===== src/mux_seq_defines.svh =====
// Purpose: constants for the input multiplexer sequencer
// Assumes: included only by the top sequencer module, not by the package or submodules
// Notes: offsets are AXI4-Lite byte addresses
`ifndef MUX_SEQ_DEFINES_SVH
`define MUX_SEQ_DEFINES_SVH
// ----------------------------------------
// register map and fields
// ----------------------------------------
`define ADDR_W 16
`define REG_CTRL 16'h0000
`define REG_SUM 16'h0004
`define REG_STATUS 16'h0008
`define REG_BATT 16'h2020
`define CTRL_SPF_LSB 0
`define CTRL_FLEN_BIT 3
`define CTRL_CHOP_LSB 4
`define CTRL_EQN_LSB 6
`define CTRL_ALT_BIT 8
`define BATT_EN_BIT 6
`define CTRL_RST 9'h00C
`define SUM_RST 8'h10
`define RESP_OKAY 2'h0
`define RESP_SLVERR 2'h2
// ----------------------------------------
// sequencing figures and result slots
// ----------------------------------------
`define SPF_MIN 3'h2
`define SPF_MAX 3'h4
`define LEN_SHORT 2'h2
`define LEN_LONG 2'h3
`define SLOT_A_CUR 7'h00
`define SLOT_A_VOLT 7'h01
`define SLOT_B_CUR 7'h02
`define SLOT_B_VOLT 7'h03
`define SLOT_TEMP 7'h0A
`define SLOT_VBAT 7'h07
`endif


===== src/mux_seq_pkg.sv =====
// Purpose: shared types of the input multiplexer sequencer
// Assumes: nothing
// Notes: constants live in mux_seq_defines.svh
package mux_seq_pkg;
    // analog source picked by the multiplexer
    typedef enum logic [2:0] {
        SEL_A_CUR = 3'h0,
        SEL_A_VOLT = 3'h1,
        SEL_B_CUR = 3'h2,
        SEL_B_VOLT = 3'h3,
        SEL_TEMP = 3'h4,
        SEL_VBAT = 3'h5
    } mux_sel_t;
    // sequencer phase, one-hot
    typedef enum logic [1:0] {
        ST_CONV = 2'h1,
        ST_SYNC = 2'h2
    } seq_state_t;
    // chopper behaviour
    typedef enum logic [1:0] {
        CHOP_POS = 2'h0,
        CHOP_REV = 2'h1,
        CHOP_TOGGLE = 2'h2,
        CHOP_SPARE = 2'h3
    } chop_mode_t;
endpackage


===== src/alt_request_catcher.sv =====
// Purpose: holds a pending alternate-frame request
// Assumes: request level comes from logic on the same clock
// Notes: a set in the cycle of a take wins over the take
`timescale 1ns/1ps
module alt_request_catcher
    import mux_seq_pkg::*;
(
    // clock and reset
    input wire logic clk,
    input wire logic rst_n,
    // request and consumption
    input wire logic req_level,
    input wire logic take,
    output logic pending_q
);
    logic req_prev_q; // last seen request level
    // ----------------------------------------
    // edge detect
    // ----------------------------------------
    // previous level, cleared so a level held high over reset counts as an edge
    always_ff @(posedge clk or negedge rst_n)
    begin
        if (!rst_n)
            req_prev_q <= 1'b0;
        else
            req_prev_q <= req_level;
    end
    // ----------------------------------------
    // pending flag
    // ----------------------------------------
    // a one-cycle pulse still leaves an edge here
    always_ff @(posedge clk or negedge rst_n)
    begin
        if (!rst_n)
            pending_q <= 1'b0;
        else if (req_level && !req_prev_q)
            pending_q <= 1'b1;
        else if (take)
            pending_q <= 1'b0;
    end
endmodule


===== src/chopper_polarity_ctrl.sv =====
// Purpose: reference chopper polarity
// Assumes: frame_end pulses once at the start of each sync cycle
// Notes: sum interval length in frames is software set
`timescale 1ns/1ps
module chopper_polarity_ctrl
    import mux_seq_pkg::*;
(
    // clock and reset
    input wire logic clk,
    input wire logic rst_n,
    // control
    input wire logic frame_end,
    input wire chop_mode_t mode,
    input wire logic [7:0] frames_per_sum,
    // polarity
    output logic polarity_q
);
    logic [7:0] frame_cnt_q; // frames done in this sum interval
    logic last_frame; // frame now ending closes the interval
    assign last_frame = (frame_cnt_q >= frames_per_sum - 8'h01);
    // ----------------------------------------
    // sum interval counter
    // ----------------------------------------
    always_ff @(posedge clk or negedge rst_n)
    begin
        if (!rst_n)
            frame_cnt_q <= 8'h00;
        else if (frame_end)
            frame_cnt_q <= last_frame ? 8'h00 : frame_cnt_q + 8'h01;
    end
    // ----------------------------------------
    // polarity update, only at frame end
    // ----------------------------------------
    // skipping the toggle at interval end keeps each interval
    // starting on the polarity that the one before ended on
    always_ff @(posedge clk or negedge rst_n)
    begin
        if (!rst_n)
            polarity_q <= 1'b0;
        else if (frame_end)
        begin
            unique case (mode)
                CHOP_POS: polarity_q <= 1'b0;
                CHOP_REV: polarity_q <= 1'b1;
                CHOP_TOGGLE:
                    if (!last_frame)
                        polarity_q <= !polarity_q;
                default: polarity_q <= polarity_q; // spare code holds
            endcase
        end
    end
endmodule


===== src/input_mux_sequencer.sv =====
// Purpose: steps the analog input multiplexer frame by frame
// Assumes: slow timebase arrives as a pin, AXI4-Lite on ref_clk
// Notes: converter, filter and engine are outside this block
//
// Our own choices: the AXI4-Lite slave port and the register addresses.
`timescale 1ns/1ps
`include "mux_seq_defines.svh"
module input_mux_sequencer
    import mux_seq_pkg::*;
(
    // clock and reset
    input wire logic ref_clk,
    input wire logic arst_n,
    // slow timebase pin
    input wire logic slow_timebase_clock,
    // AXI4-Lite write address
    input wire logic s_axi_awvalid,
    output logic s_axi_awready,
    input wire logic [`ADDR_W-1:0] s_axi_awaddr,
    // AXI4-Lite write data
    input wire logic s_axi_wvalid,
    output logic s_axi_wready,
    input wire logic [31:0] s_axi_wdata,
    input wire logic [3:0] s_axi_wstrb,
    // AXI4-Lite write response
    output logic s_axi_bvalid,
    input wire logic s_axi_bready,
    output logic [1:0] s_axi_bresp,
    // AXI4-Lite read address
    input wire logic s_axi_arvalid,
    output logic s_axi_arready,
    input wire logic [`ADDR_W-1:0] s_axi_araddr,
    // AXI4-Lite read data
    output logic s_axi_rvalid,
    input wire logic s_axi_rready,
    output logic [31:0] s_axi_rdata,
    output logic [1:0] s_axi_rresp,
    // analog front end control
    output mux_sel_t mux_select,
    output logic battery_monitor_connect,
    output logic conv_start,
    output logic result_store,
    output logic [6:0] result_slot,
    output logic chopper_polarity,
    // engine handshake
    output logic frame_sync,
    output logic engine_start
);
    // ----------------------------------------
    // reset release
    // ----------------------------------------
    logic rst_meta_q; // first reset stage
    logic rst_n; // released reset for the design
    // assert at once, release after two edges
    always_ff @(posedge ref_clk or negedge arst_n)
    begin
        if (!arst_n)
        begin
            rst_meta_q <= 1'b0;
            rst_n <= 1'b0;
        end
        else
        begin
            rst_meta_q <= 1'b1;
            rst_n <= rst_meta_q;
        end
    end

    // ----------------------------------------
    // slow timebase synchroniser
    // ----------------------------------------
    logic tb_s1_q; // metastable stage, read only by tb_s2_q
    logic tb_s2_q; // second stage
    logic tb_s3_q; // third stage
    logic tb_level_q; // accepted level
    logic tick; // one ref_clk pulse per timebase rising edge
    // three stages, counted when the last two agree
    always_ff @(posedge ref_clk or negedge rst_n)
    begin
        if (!rst_n)
        begin
            tb_s1_q <= 1'b0;
            tb_s2_q <= 1'b0;
            tb_s3_q <= 1'b0;
            tb_level_q <= 1'b0;
        end
        else
        begin
            tb_s1_q <= slow_timebase_clock;
            tb_s2_q <= tb_s1_q;
            tb_s3_q <= tb_s2_q;
            if (tb_s2_q == tb_s3_q)
                tb_level_q <= tb_s3_q;
        end
    end
    // all stepping is gated by this tick
    assign tick = (tb_s2_q == tb_s3_q) && tb_s3_q && !tb_level_q;

    // ----------------------------------------
    // software registers
    // ----------------------------------------
    logic [8:0] ctrl_q; // states, length, chop, equation, alt
    logic [7:0] sum_q; // frames per sum interval
    logic batt_en_q; // battery measure enable
    logic [`ADDR_W-1:0] aw_addr_q; // held write address
    logic [31:0] w_data_q; // held write data
    logic [3:0] w_strb_q; // held byte enables
    logic aw_got_q; // write address taken
    logic w_got_q; // write data taken
    logic wr_fire; // both halves present, respond now
    assign wr_fire = aw_got_q && w_got_q && !s_axi_bvalid;

    // true when the address names a register
    function automatic logic is_mapped(input logic [`ADDR_W-1:0] a);
        is_mapped = (a == `REG_CTRL) || (a == `REG_SUM) ||
                    (a == `REG_STATUS) || (a == `REG_BATT);
    endfunction

    // byte-lane merge of new data into an old word
    function automatic logic [31:0] merge(input logic [31:0] old,
                                          input logic [31:0] nw,
                                          input logic [3:0] strb);
        merge = old;
        for (int i = 0; i < 4; i++)
            if (strb[i])
                merge[i*8 +: 8] = nw[i*8 +: 8];
    endfunction

    // write address channel, taken independently of data
    always_ff @(posedge ref_clk or negedge rst_n)
    begin
        if (!rst_n)
        begin
            aw_got_q <= 1'b0;
            aw_addr_q <= '0;
            s_axi_awready <= 1'b0;
        end
        else if (s_axi_bvalid && s_axi_bready)
        begin
            aw_got_q <= 1'b0; // transaction closed
            s_axi_awready <= 1'b1;
        end
        else if (s_axi_awvalid && s_axi_awready)
        begin
            aw_got_q <= 1'b1;
            aw_addr_q <= s_axi_awaddr;
            s_axi_awready <= 1'b0; // one write at a time
        end
        else if (!aw_got_q && !s_axi_bvalid)
            s_axi_awready <= 1'b1;
    end

    // write data channel
    always_ff @(posedge ref_clk or negedge rst_n)
    begin
        if (!rst_n)
        begin
            w_got_q <= 1'b0;
            w_data_q <= '0;
            w_strb_q <= '0;
            s_axi_wready <= 1'b0;
        end
        else if (s_axi_bvalid && s_axi_bready)
        begin
            w_got_q <= 1'b0;
            s_axi_wready <= 1'b1;
        end
        else if (s_axi_wvalid && s_axi_wready)
        begin
            w_got_q <= 1'b1;
            w_data_q <= s_axi_wdata;
            w_strb_q <= s_axi_wstrb;
            s_axi_wready <= 1'b0;
        end
        else if (!w_got_q && !s_axi_bvalid)
            s_axi_wready <= 1'b1;
    end

    // write response, two cycles after the later half is taken
    always_ff @(posedge ref_clk or negedge rst_n)
    begin
        if (!rst_n)
        begin
            s_axi_bvalid <= 1'b0;
            s_axi_bresp <= `RESP_OKAY;
        end
        else if (wr_fire)
        begin
            s_axi_bvalid <= 1'b1;
            s_axi_bresp <= is_mapped(aw_addr_q) ? `RESP_OKAY : `RESP_SLVERR;
        end
        else if (s_axi_bready)
            s_axi_bvalid <= 1'b0;
    end

    // register update; status is read-only and ignores writes
    always_ff @(posedge ref_clk or negedge rst_n)
    begin
        if (!rst_n)
        begin
            ctrl_q <= `CTRL_RST;
            sum_q <= `SUM_RST;
            batt_en_q <= 1'b0;
        end
        else if (wr_fire)
        begin
            if (aw_addr_q == `REG_CTRL)
                ctrl_q <= 9'(merge({23'h0, ctrl_q}, w_data_q, w_strb_q));
            if (aw_addr_q == `REG_SUM)
                sum_q <= 8'(merge({24'h0, sum_q}, w_data_q, w_strb_q));
            if (aw_addr_q == `REG_BATT && w_strb_q[0])
                batt_en_q <= w_data_q[`BATT_EN_BIT];
        end
    end

    // decoded control fields
    logic [2:0] spf_raw; // states per frame as written
    logic [2:0] spf; // states per frame in use
    logic flen; // filter length select
    logic [1:0] eqn_sel; // meter equation select
    chop_mode_t chop_mode; // chopper behaviour
    assign spf_raw = ctrl_q[`CTRL_SPF_LSB +: 3];
    assign flen = ctrl_q[`CTRL_FLEN_BIT];
    assign chop_mode = chop_mode_t'(ctrl_q[`CTRL_CHOP_LSB +: 2]);
    assign eqn_sel = ctrl_q[`CTRL_EQN_LSB +: 2];
    // reserved counts are stored as written; clamp to 2..4 keeps the walk bounded
    assign spf = (spf_raw < `SPF_MIN) ? `SPF_MIN :
                 (spf_raw > `SPF_MAX) ? `SPF_MAX : spf_raw;

    // ----------------------------------------
    // alternate request and chopper
    // ----------------------------------------
    logic alt_pending; // request waiting for next frame
    logic frame_begin; // sync cycle ends, state 0 begins
    logic frame_end; // last conversion ends, sync begins

    alt_request_catcher u_alt (
        .clk (ref_clk),
        .rst_n (rst_n),
        .req_level (ctrl_q[`CTRL_ALT_BIT]),
        .take (frame_begin),
        .pending_q (alt_pending)
    );

    chopper_polarity_ctrl u_chop (
        .clk (ref_clk),
        .rst_n (rst_n),
        .frame_end (frame_end),
        .mode (chop_mode),
        .frames_per_sum (sum_q),
        .polarity_q (chopper_polarity)
    );

    // ----------------------------------------
    // frame sequencer
    // ----------------------------------------
    seq_state_t state_q; // converting or in sync cycle
    logic [1:0] idx_q; // multiplexer state within the frame
    logic [1:0] dwell_q; // ticks spent in this conversion
    logic alt_frame_q; // frame in progress is alternate
    logic conv_last; // conversion finishes on this tick
    logic [1:0] conv_len; // ticks per conversion

    // input chosen for a state; equation setting does not change it
    function automatic mux_sel_t pick(input logic [1:0] idx,
                                      input logic alt,
                                      input logic [1:0] eq);
        pick = SEL_A_CUR;
        if (eq <= 2'h3)
        begin
            unique case (idx)
                2'h0: pick = alt ? SEL_TEMP : SEL_A_CUR;
                2'h1: pick = SEL_A_VOLT;
                2'h2: pick = SEL_B_CUR;
                2'h3: pick = alt ? SEL_VBAT : SEL_B_VOLT;
            endcase
        end
    endfunction

    // result location fixed by the source converted
    function automatic logic [6:0] slot_of(input mux_sel_t s);
        unique case (s)
            SEL_A_CUR: slot_of = `SLOT_A_CUR;
            SEL_A_VOLT: slot_of = `SLOT_A_VOLT;
            SEL_B_CUR: slot_of = `SLOT_B_CUR;
            SEL_B_VOLT: slot_of = `SLOT_B_VOLT;
            SEL_TEMP: slot_of = `SLOT_TEMP;
            default: slot_of = `SLOT_VBAT; // battery and spare codes
        endcase
    endfunction

    assign conv_len = flen ? `LEN_LONG : `LEN_SHORT;
    assign conv_last = (state_q == ST_CONV) && tick &&
                       (dwell_q == conv_len - 2'h1);
    assign frame_end = conv_last && ({1'b0, idx_q} == spf - 3'h1);
    assign frame_begin = (state_q == ST_SYNC) && tick;

    // state walk; reset lands on a normal frame at state 0
    always_ff @(posedge ref_clk or negedge rst_n)
    begin
        if (!rst_n)
        begin
            state_q <= ST_CONV;
            idx_q <= 2'h0;
            dwell_q <= 2'h0;
            alt_frame_q <= 1'b0;
        end
        else
        begin
            unique case (state_q)
                ST_CONV:
                    if (frame_end)
                        state_q <= ST_SYNC;
                    else if (conv_last)
                    begin
                        idx_q <= idx_q + 2'h1;
                        dwell_q <= 2'h0;
                    end
                    else if (tick)
                        dwell_q <= dwell_q + 2'h1;
                ST_SYNC:
                    if (frame_begin)
                    begin
                        state_q <= ST_CONV;
                        idx_q <= 2'h0;
                        dwell_q <= 2'h0;
                        alt_frame_q <= alt_pending;
                    end
            endcase
        end
    end

    // ----------------------------------------
    // front end outputs, all registered
    // ----------------------------------------
    mux_sel_t cur_sel; // selection of the running state
    assign cur_sel = pick(idx_q, alt_frame_q, eqn_sel);

    // selection and battery load
    always_ff @(posedge ref_clk or negedge rst_n)
    begin
        if (!rst_n)
        begin
            mux_select <= SEL_A_CUR;
            battery_monitor_connect <= 1'b0;
        end
        else
        begin
            mux_select <= cur_sel;
            battery_monitor_connect <= batt_en_q;
        end
    end

    // conversion start at each state's first tick
    always_ff @(posedge ref_clk or negedge rst_n)
    begin
        if (!rst_n)
            conv_start <= 1'b0;
        else
            conv_start <= (state_q == ST_CONV) && tick &&
                          (dwell_q == 2'h0);
    end

    // result store with its slot at conversion end
    always_ff @(posedge ref_clk or negedge rst_n)
    begin
        if (!rst_n)
        begin
            result_store <= 1'b0;
            result_slot <= `SLOT_A_CUR;
        end
        else
        begin
            result_store <= conv_last;
            if (conv_last)
                result_slot <= slot_of(cur_sel);
        end
    end

    // sync held through the extra cycle, engine started at its edge
    always_ff @(posedge ref_clk or negedge rst_n)
    begin
        if (!rst_n)
        begin
            frame_sync <= 1'b0;
            engine_start <= 1'b0;
        end
        else
        begin
            engine_start <= frame_end;
            if (frame_end)
                frame_sync <= 1'b1;
            else if (frame_begin)
                frame_sync <= 1'b0;
        end
    end

    // ----------------------------------------
    // read channel
    // ----------------------------------------
    // register contents by address; unmapped reads zero
    function automatic logic [31:0] rd_word(input logic [`ADDR_W-1:0] a);
        rd_word = 32'h0000_0000;
        unique case (a)
            `REG_CTRL: rd_word = {23'h0, ctrl_q};
            `REG_SUM: rd_word = {24'h0, sum_q};
            `REG_BATT: rd_word = {25'h0, batt_en_q, 6'h00};
            `REG_STATUS: rd_word = {26'h0, frame_sync, chopper_polarity,
                                    alt_pending, alt_frame_q, idx_q};
            default: rd_word = 32'h0000_0000;
        endcase
    endfunction

    // answer one cycle after the address is taken
    always_ff @(posedge ref_clk or negedge rst_n)
    begin
        if (!rst_n)
        begin
            s_axi_arready <= 1'b0;
            s_axi_rvalid <= 1'b0;
            s_axi_rdata <= 32'h0000_0000;
            s_axi_rresp <= `RESP_OKAY;
        end
        else if (s_axi_rvalid)
        begin
            if (s_axi_rready)
            begin
                s_axi_rvalid <= 1'b0;
                s_axi_arready <= 1'b1;
            end
        end
        else if (s_axi_arvalid && s_axi_arready)
        begin
            s_axi_arready <= 1'b0;
            s_axi_rvalid <= 1'b1;
            s_axi_rdata <= rd_word(s_axi_araddr);
            s_axi_rresp <= is_mapped(s_axi_araddr) ? `RESP_OKAY : `RESP_SLVERR;
        end
        else
            s_axi_arready <= 1'b1;
    end
endmodule


===== config.mk =====
export PLATFORM = sky130hd
export DESIGN_NAME = input_mux_sequencer
export DESIGN_NICKNAME = d
export VERILOG_FILES = /design/src/mux_seq_pkg.sv /design/src/alt_request_catcher.sv /design/src/chopper_polarity_ctrl.sv /design/src/input_mux_sequencer.sv
export VERILOG_INCLUDE_DIRS = /design/src
export SDC_FILE = /design/constraint.sdc
export NUM_CORES = 1
export LEC_CHECK = 0
export ABC_CLOCK_PERIOD_IN_PS = 3500
export BUFFER_PORTS_ARGS = -buffer_cell sky130_fd_sc_hd__buf_2
export CORE_MARGIN = 1.5
export CORE_UTILIZATION = 50
export DETAILED_ROUTE_END_ITERATION = 6
export HOLD_SLACK_MARGIN = 0.15
export PLACE_DENSITY = 0.75
export SLEW_MARGIN = 5
export SYNTH_ARGS = -nofsm -noshare
export SYNTH_HDL_FRONTEND = slang
export SYNTH_HIERARCHICAL = 1
export SYNTH_SLANG_ARGS = --single-unit

===== constraint.sdc =====
create_clock -name ref_clk -period 3.5 [get_ports ref_clk]
set_input_delay 0.525 -clock ref_clk [delete_from_list [all_inputs] [get_ports ref_clk]]
set_output_delay 0.525 -clock ref_clk [all_outputs]
set_load 0.01 [all_outputs]

==> key figures <==
Critical path
  • Critical Path Sink Type: flip-flop
  • Reg2reg end: u_chop/frame_cnt_q[0]
  • Setup slack, reg-to-reg: 0.89 ns
  • Max FO, Critical Path: 10
  • Setup CP Type: reg -> reg
  • Worst path arrival time: 2.85 ns
  • Worst reg2reg path depth: 8
  • Crit path launch type: flip-flop
  • Worst r2r src: sum_q[5]
  • CP required: 3.73 ns

STA
  • Hold Vio Cnt, Final: 0
  • Worst slew margin: 40.5%
  • Pins Over Slew Limit: 0
  • FMAX: 383 MHz
  • Worst-Margin Slew: 0.892 ns
  • Setup tns final: 0 ns
  • Minimum clock period: 2.61 ns
  • Worst Clk Skew: 0.00921 ns
  • RSZ-0062 raised after global routing: no
  • Final period utilization: 74.6%
  • Final setup fails: 0

Clocking
  • CTS hold repair buffers: 1
  • Post-CTS setup buffers: 0
  • H-tree Lvls: 3
  • Clk_lat worst skew: 0.36 ns
  • Post-CTS Resized: 0
  • Clk buf depth: 2
  • Root buffer cell: clkbuf_8
  • CTS tree: yes
  • CTS Buf Count: 9
  • CTS sink cnt: 99
  • Reg clk slew, reported paths: 0.09 ns

Logic synthesis
  • Async SR Flop Fraction: 100%
  • Yosys warning count: 6
  • Post-synth cell types: 63
  • Most used flip-flop cell after synthesis: dfrtp_1
  • Syn_area_per_cell: 11.6 um2
  • #FFs+latches synth: 99
  • Number of flops mapped to enable cells by yosys: 0
  • Syn Inst Count: 434
  • Mapped Area: 5020 um2
  • Seq/Total Area, Yosys: 49.4%

Global route
  • Top Usage Layer GRT: met2
  • Antenna violations before repair: 0
  • Routing usage on met2: 30.0%
  • Grt met3 use: 4.91%
  • GRT Total Usage: 18.6%
  • Largest net degree at the start of global routing: 72
  • First-pass GRT wire length: 15.2 mm
  • Vias in the first global route: 3265
  • Global route overflow: 0
  • Met1 usage: 24.1%

Pwr
  • Maximum VDD drop: 365 uV
  • Cell Pwr Density: 524 nW/um2
  • Leak: 2.80 nW

Cells and area
  • Final nets: 612
  • Final instance area: 5650 um2
  • Leading cell type in the layout, fill and taps excluded: dfrtp_1
  • Ant diodes: 0
  • Area delta synth->final: 12.4%
  • Most frequent cells in the layout: dfrtp_1, buf_2, nand2_1
  • Share of cells above drive strength 1: 29.9%

Min path
  • Hold path start: slow_timebase_clock
  • Hold endpoint: tb_s1_q
  • Hold depth: 1
  • HP Class: in -> reg

Flow run
  • Max-cap violation count: 0

Floorplanning
  • Core area: 9770 um2
  • DIE AREA: 10700 um2
  • # rows: 36
  • Die height: 103 um
  • Starting Density: 51.4%
  • Io pins: 133
  • Die width: 103 um

Drt
  • Vias: 3387
  • Via-to-Cell Ratio: 5.18
  • Iter 0 DRT Violations: 87
  • DRC viols: 0
  • Final WL: 9.14 mm
  • ANT nets after route: 0
  • Drt wl/cell: 14.0 um
  • 1st-pass router iterations: 4

Run status
  • Run status: complete, no violations

Place
  • Detailed Place HPWL: 6.95 mm
  • Placed Area: 5460 um2
  • IO buf count: 79
  • Gp weighted congestion: 0.799
cells in the mapped netlist (9+ instances only):
cell type  number  area [um2]
mux2_1         10         113
nand2b_1       10        62.6
a21oi_1        13        65.1
nor2_1         12        45.0
mux2i_1         9        90.1
ha_1           20         250
buf_4          28         210
nand2_1        44         165
inv_1          19        71.3
dfrtp_1        95        2380
o21ai_0        14        70.1
mux2_2         29         327
sequential cells by signal, indices dropped and copies added, names as in the netlist, 2 cells and up:
signal and cells:
dwell_q 2, state_q 2, s_axi_rdata 9, result_slot 4, aw_addr_q 16, w_data_q 9, mux_select 3, idx_q 2
w_strb_q 2, u_chop/frame_cnt_q 8, sum_q 8, ctrl_q 9
area by class of cell:
cell class,count,area (um2)
Fill cell,872,4130
Sequential cell,99,2490
Multi-Input combinational cell,304,2320
Timing Repair Buffer,83,428
Tap cell,133,166
Clock buffer,12,145
Inverter,19,71.3
Clock inverter,4,33.8
metal layers:
| layer | vias to the layer above | wire length, um |
|---|---|---|
| met5 | - | 0 |
| met4 | 0 | 155 |
| met3 | 14 | 630 |
| met2 | 128 | 4270 |
| met1 | 1616 | 4080 |
| li1 | 1629 | - |
report_power, final:
| group | switching, W | total (W) | internal [W] |
|---|---|---|---|
| Combinational | 0.000310 | 0.000668 | 0.000358 |
| Clock | 0.000389 | 0.000675 | 0.000285 |
| Sequential | 0.000228 | 0.00162 | 0.00139 |
worst max-delay path by stage:
stage / startpoint / to / slack, ns
5_1_grt: sum_q[5] / u_chop/frame_cnt_q[0] / 0.58
2_1_floorplan: rst_n / alt_frame_q / 0.55
3_3_place_gp: tb_s2_q / u_chop/polarity_q / 0.97
6_report: sum_q[5] / u_chop/frame_cnt_q[0] / 0.89
4_1_cts: sum_q[5] / u_chop/frame_cnt_q[0] / 0.87
3_5_place_dp: sum_q[5] / u_chop/frame_cnt_q[0] / 0.88
critical path, cell delays in order (launching register included):
cell	delay (ns)
dfrtp_1	0.45
nor4_1	0.36
nand2_1	0.11
xor2_1	0.16
ha_1	0.30
nand2_1	0.11
o41ai_4	0.64
or2_1	0.26
mux2i_1	0.09
kinds of logic (layout without fill, tap and decap cells):
| kind of cell | after synthesis | in the layout | synth area share [%] |
|---|---|---|---|
| simple gates | 119 | 119 | 14.1 |
| mux | 56 | 56 | 12.9 |
| fa+ha+maj | 20 | 20 | 4.98 |
| flops | 99 | 99 | 49.4 |
| other cells | 2 | 29 | 0.149 |
| buf+inv | 58 | 118 | 6.50 |
| xor+xnor | 13 | 13 | 2.27 |
| compound gates | 67 | 67 | 9.71 |
stage by stage:
stage	hold WS [ns]	power, W	setup slack [ns]	util, %	instances
floorplan	0.229	0.00214	0.545	-	461
global placement	0.311	0.00228	0.972	55.9	637
detailed placement	0.315	0.00232	0.883	55.9	637
CTS	0.255	0.00299	0.869	57.8	654
global route	0.244	0.00315	0.582	57.8	654
finish	0.267	0.00296	0.888	57.8	654
(Power assumes the default switching activity.)
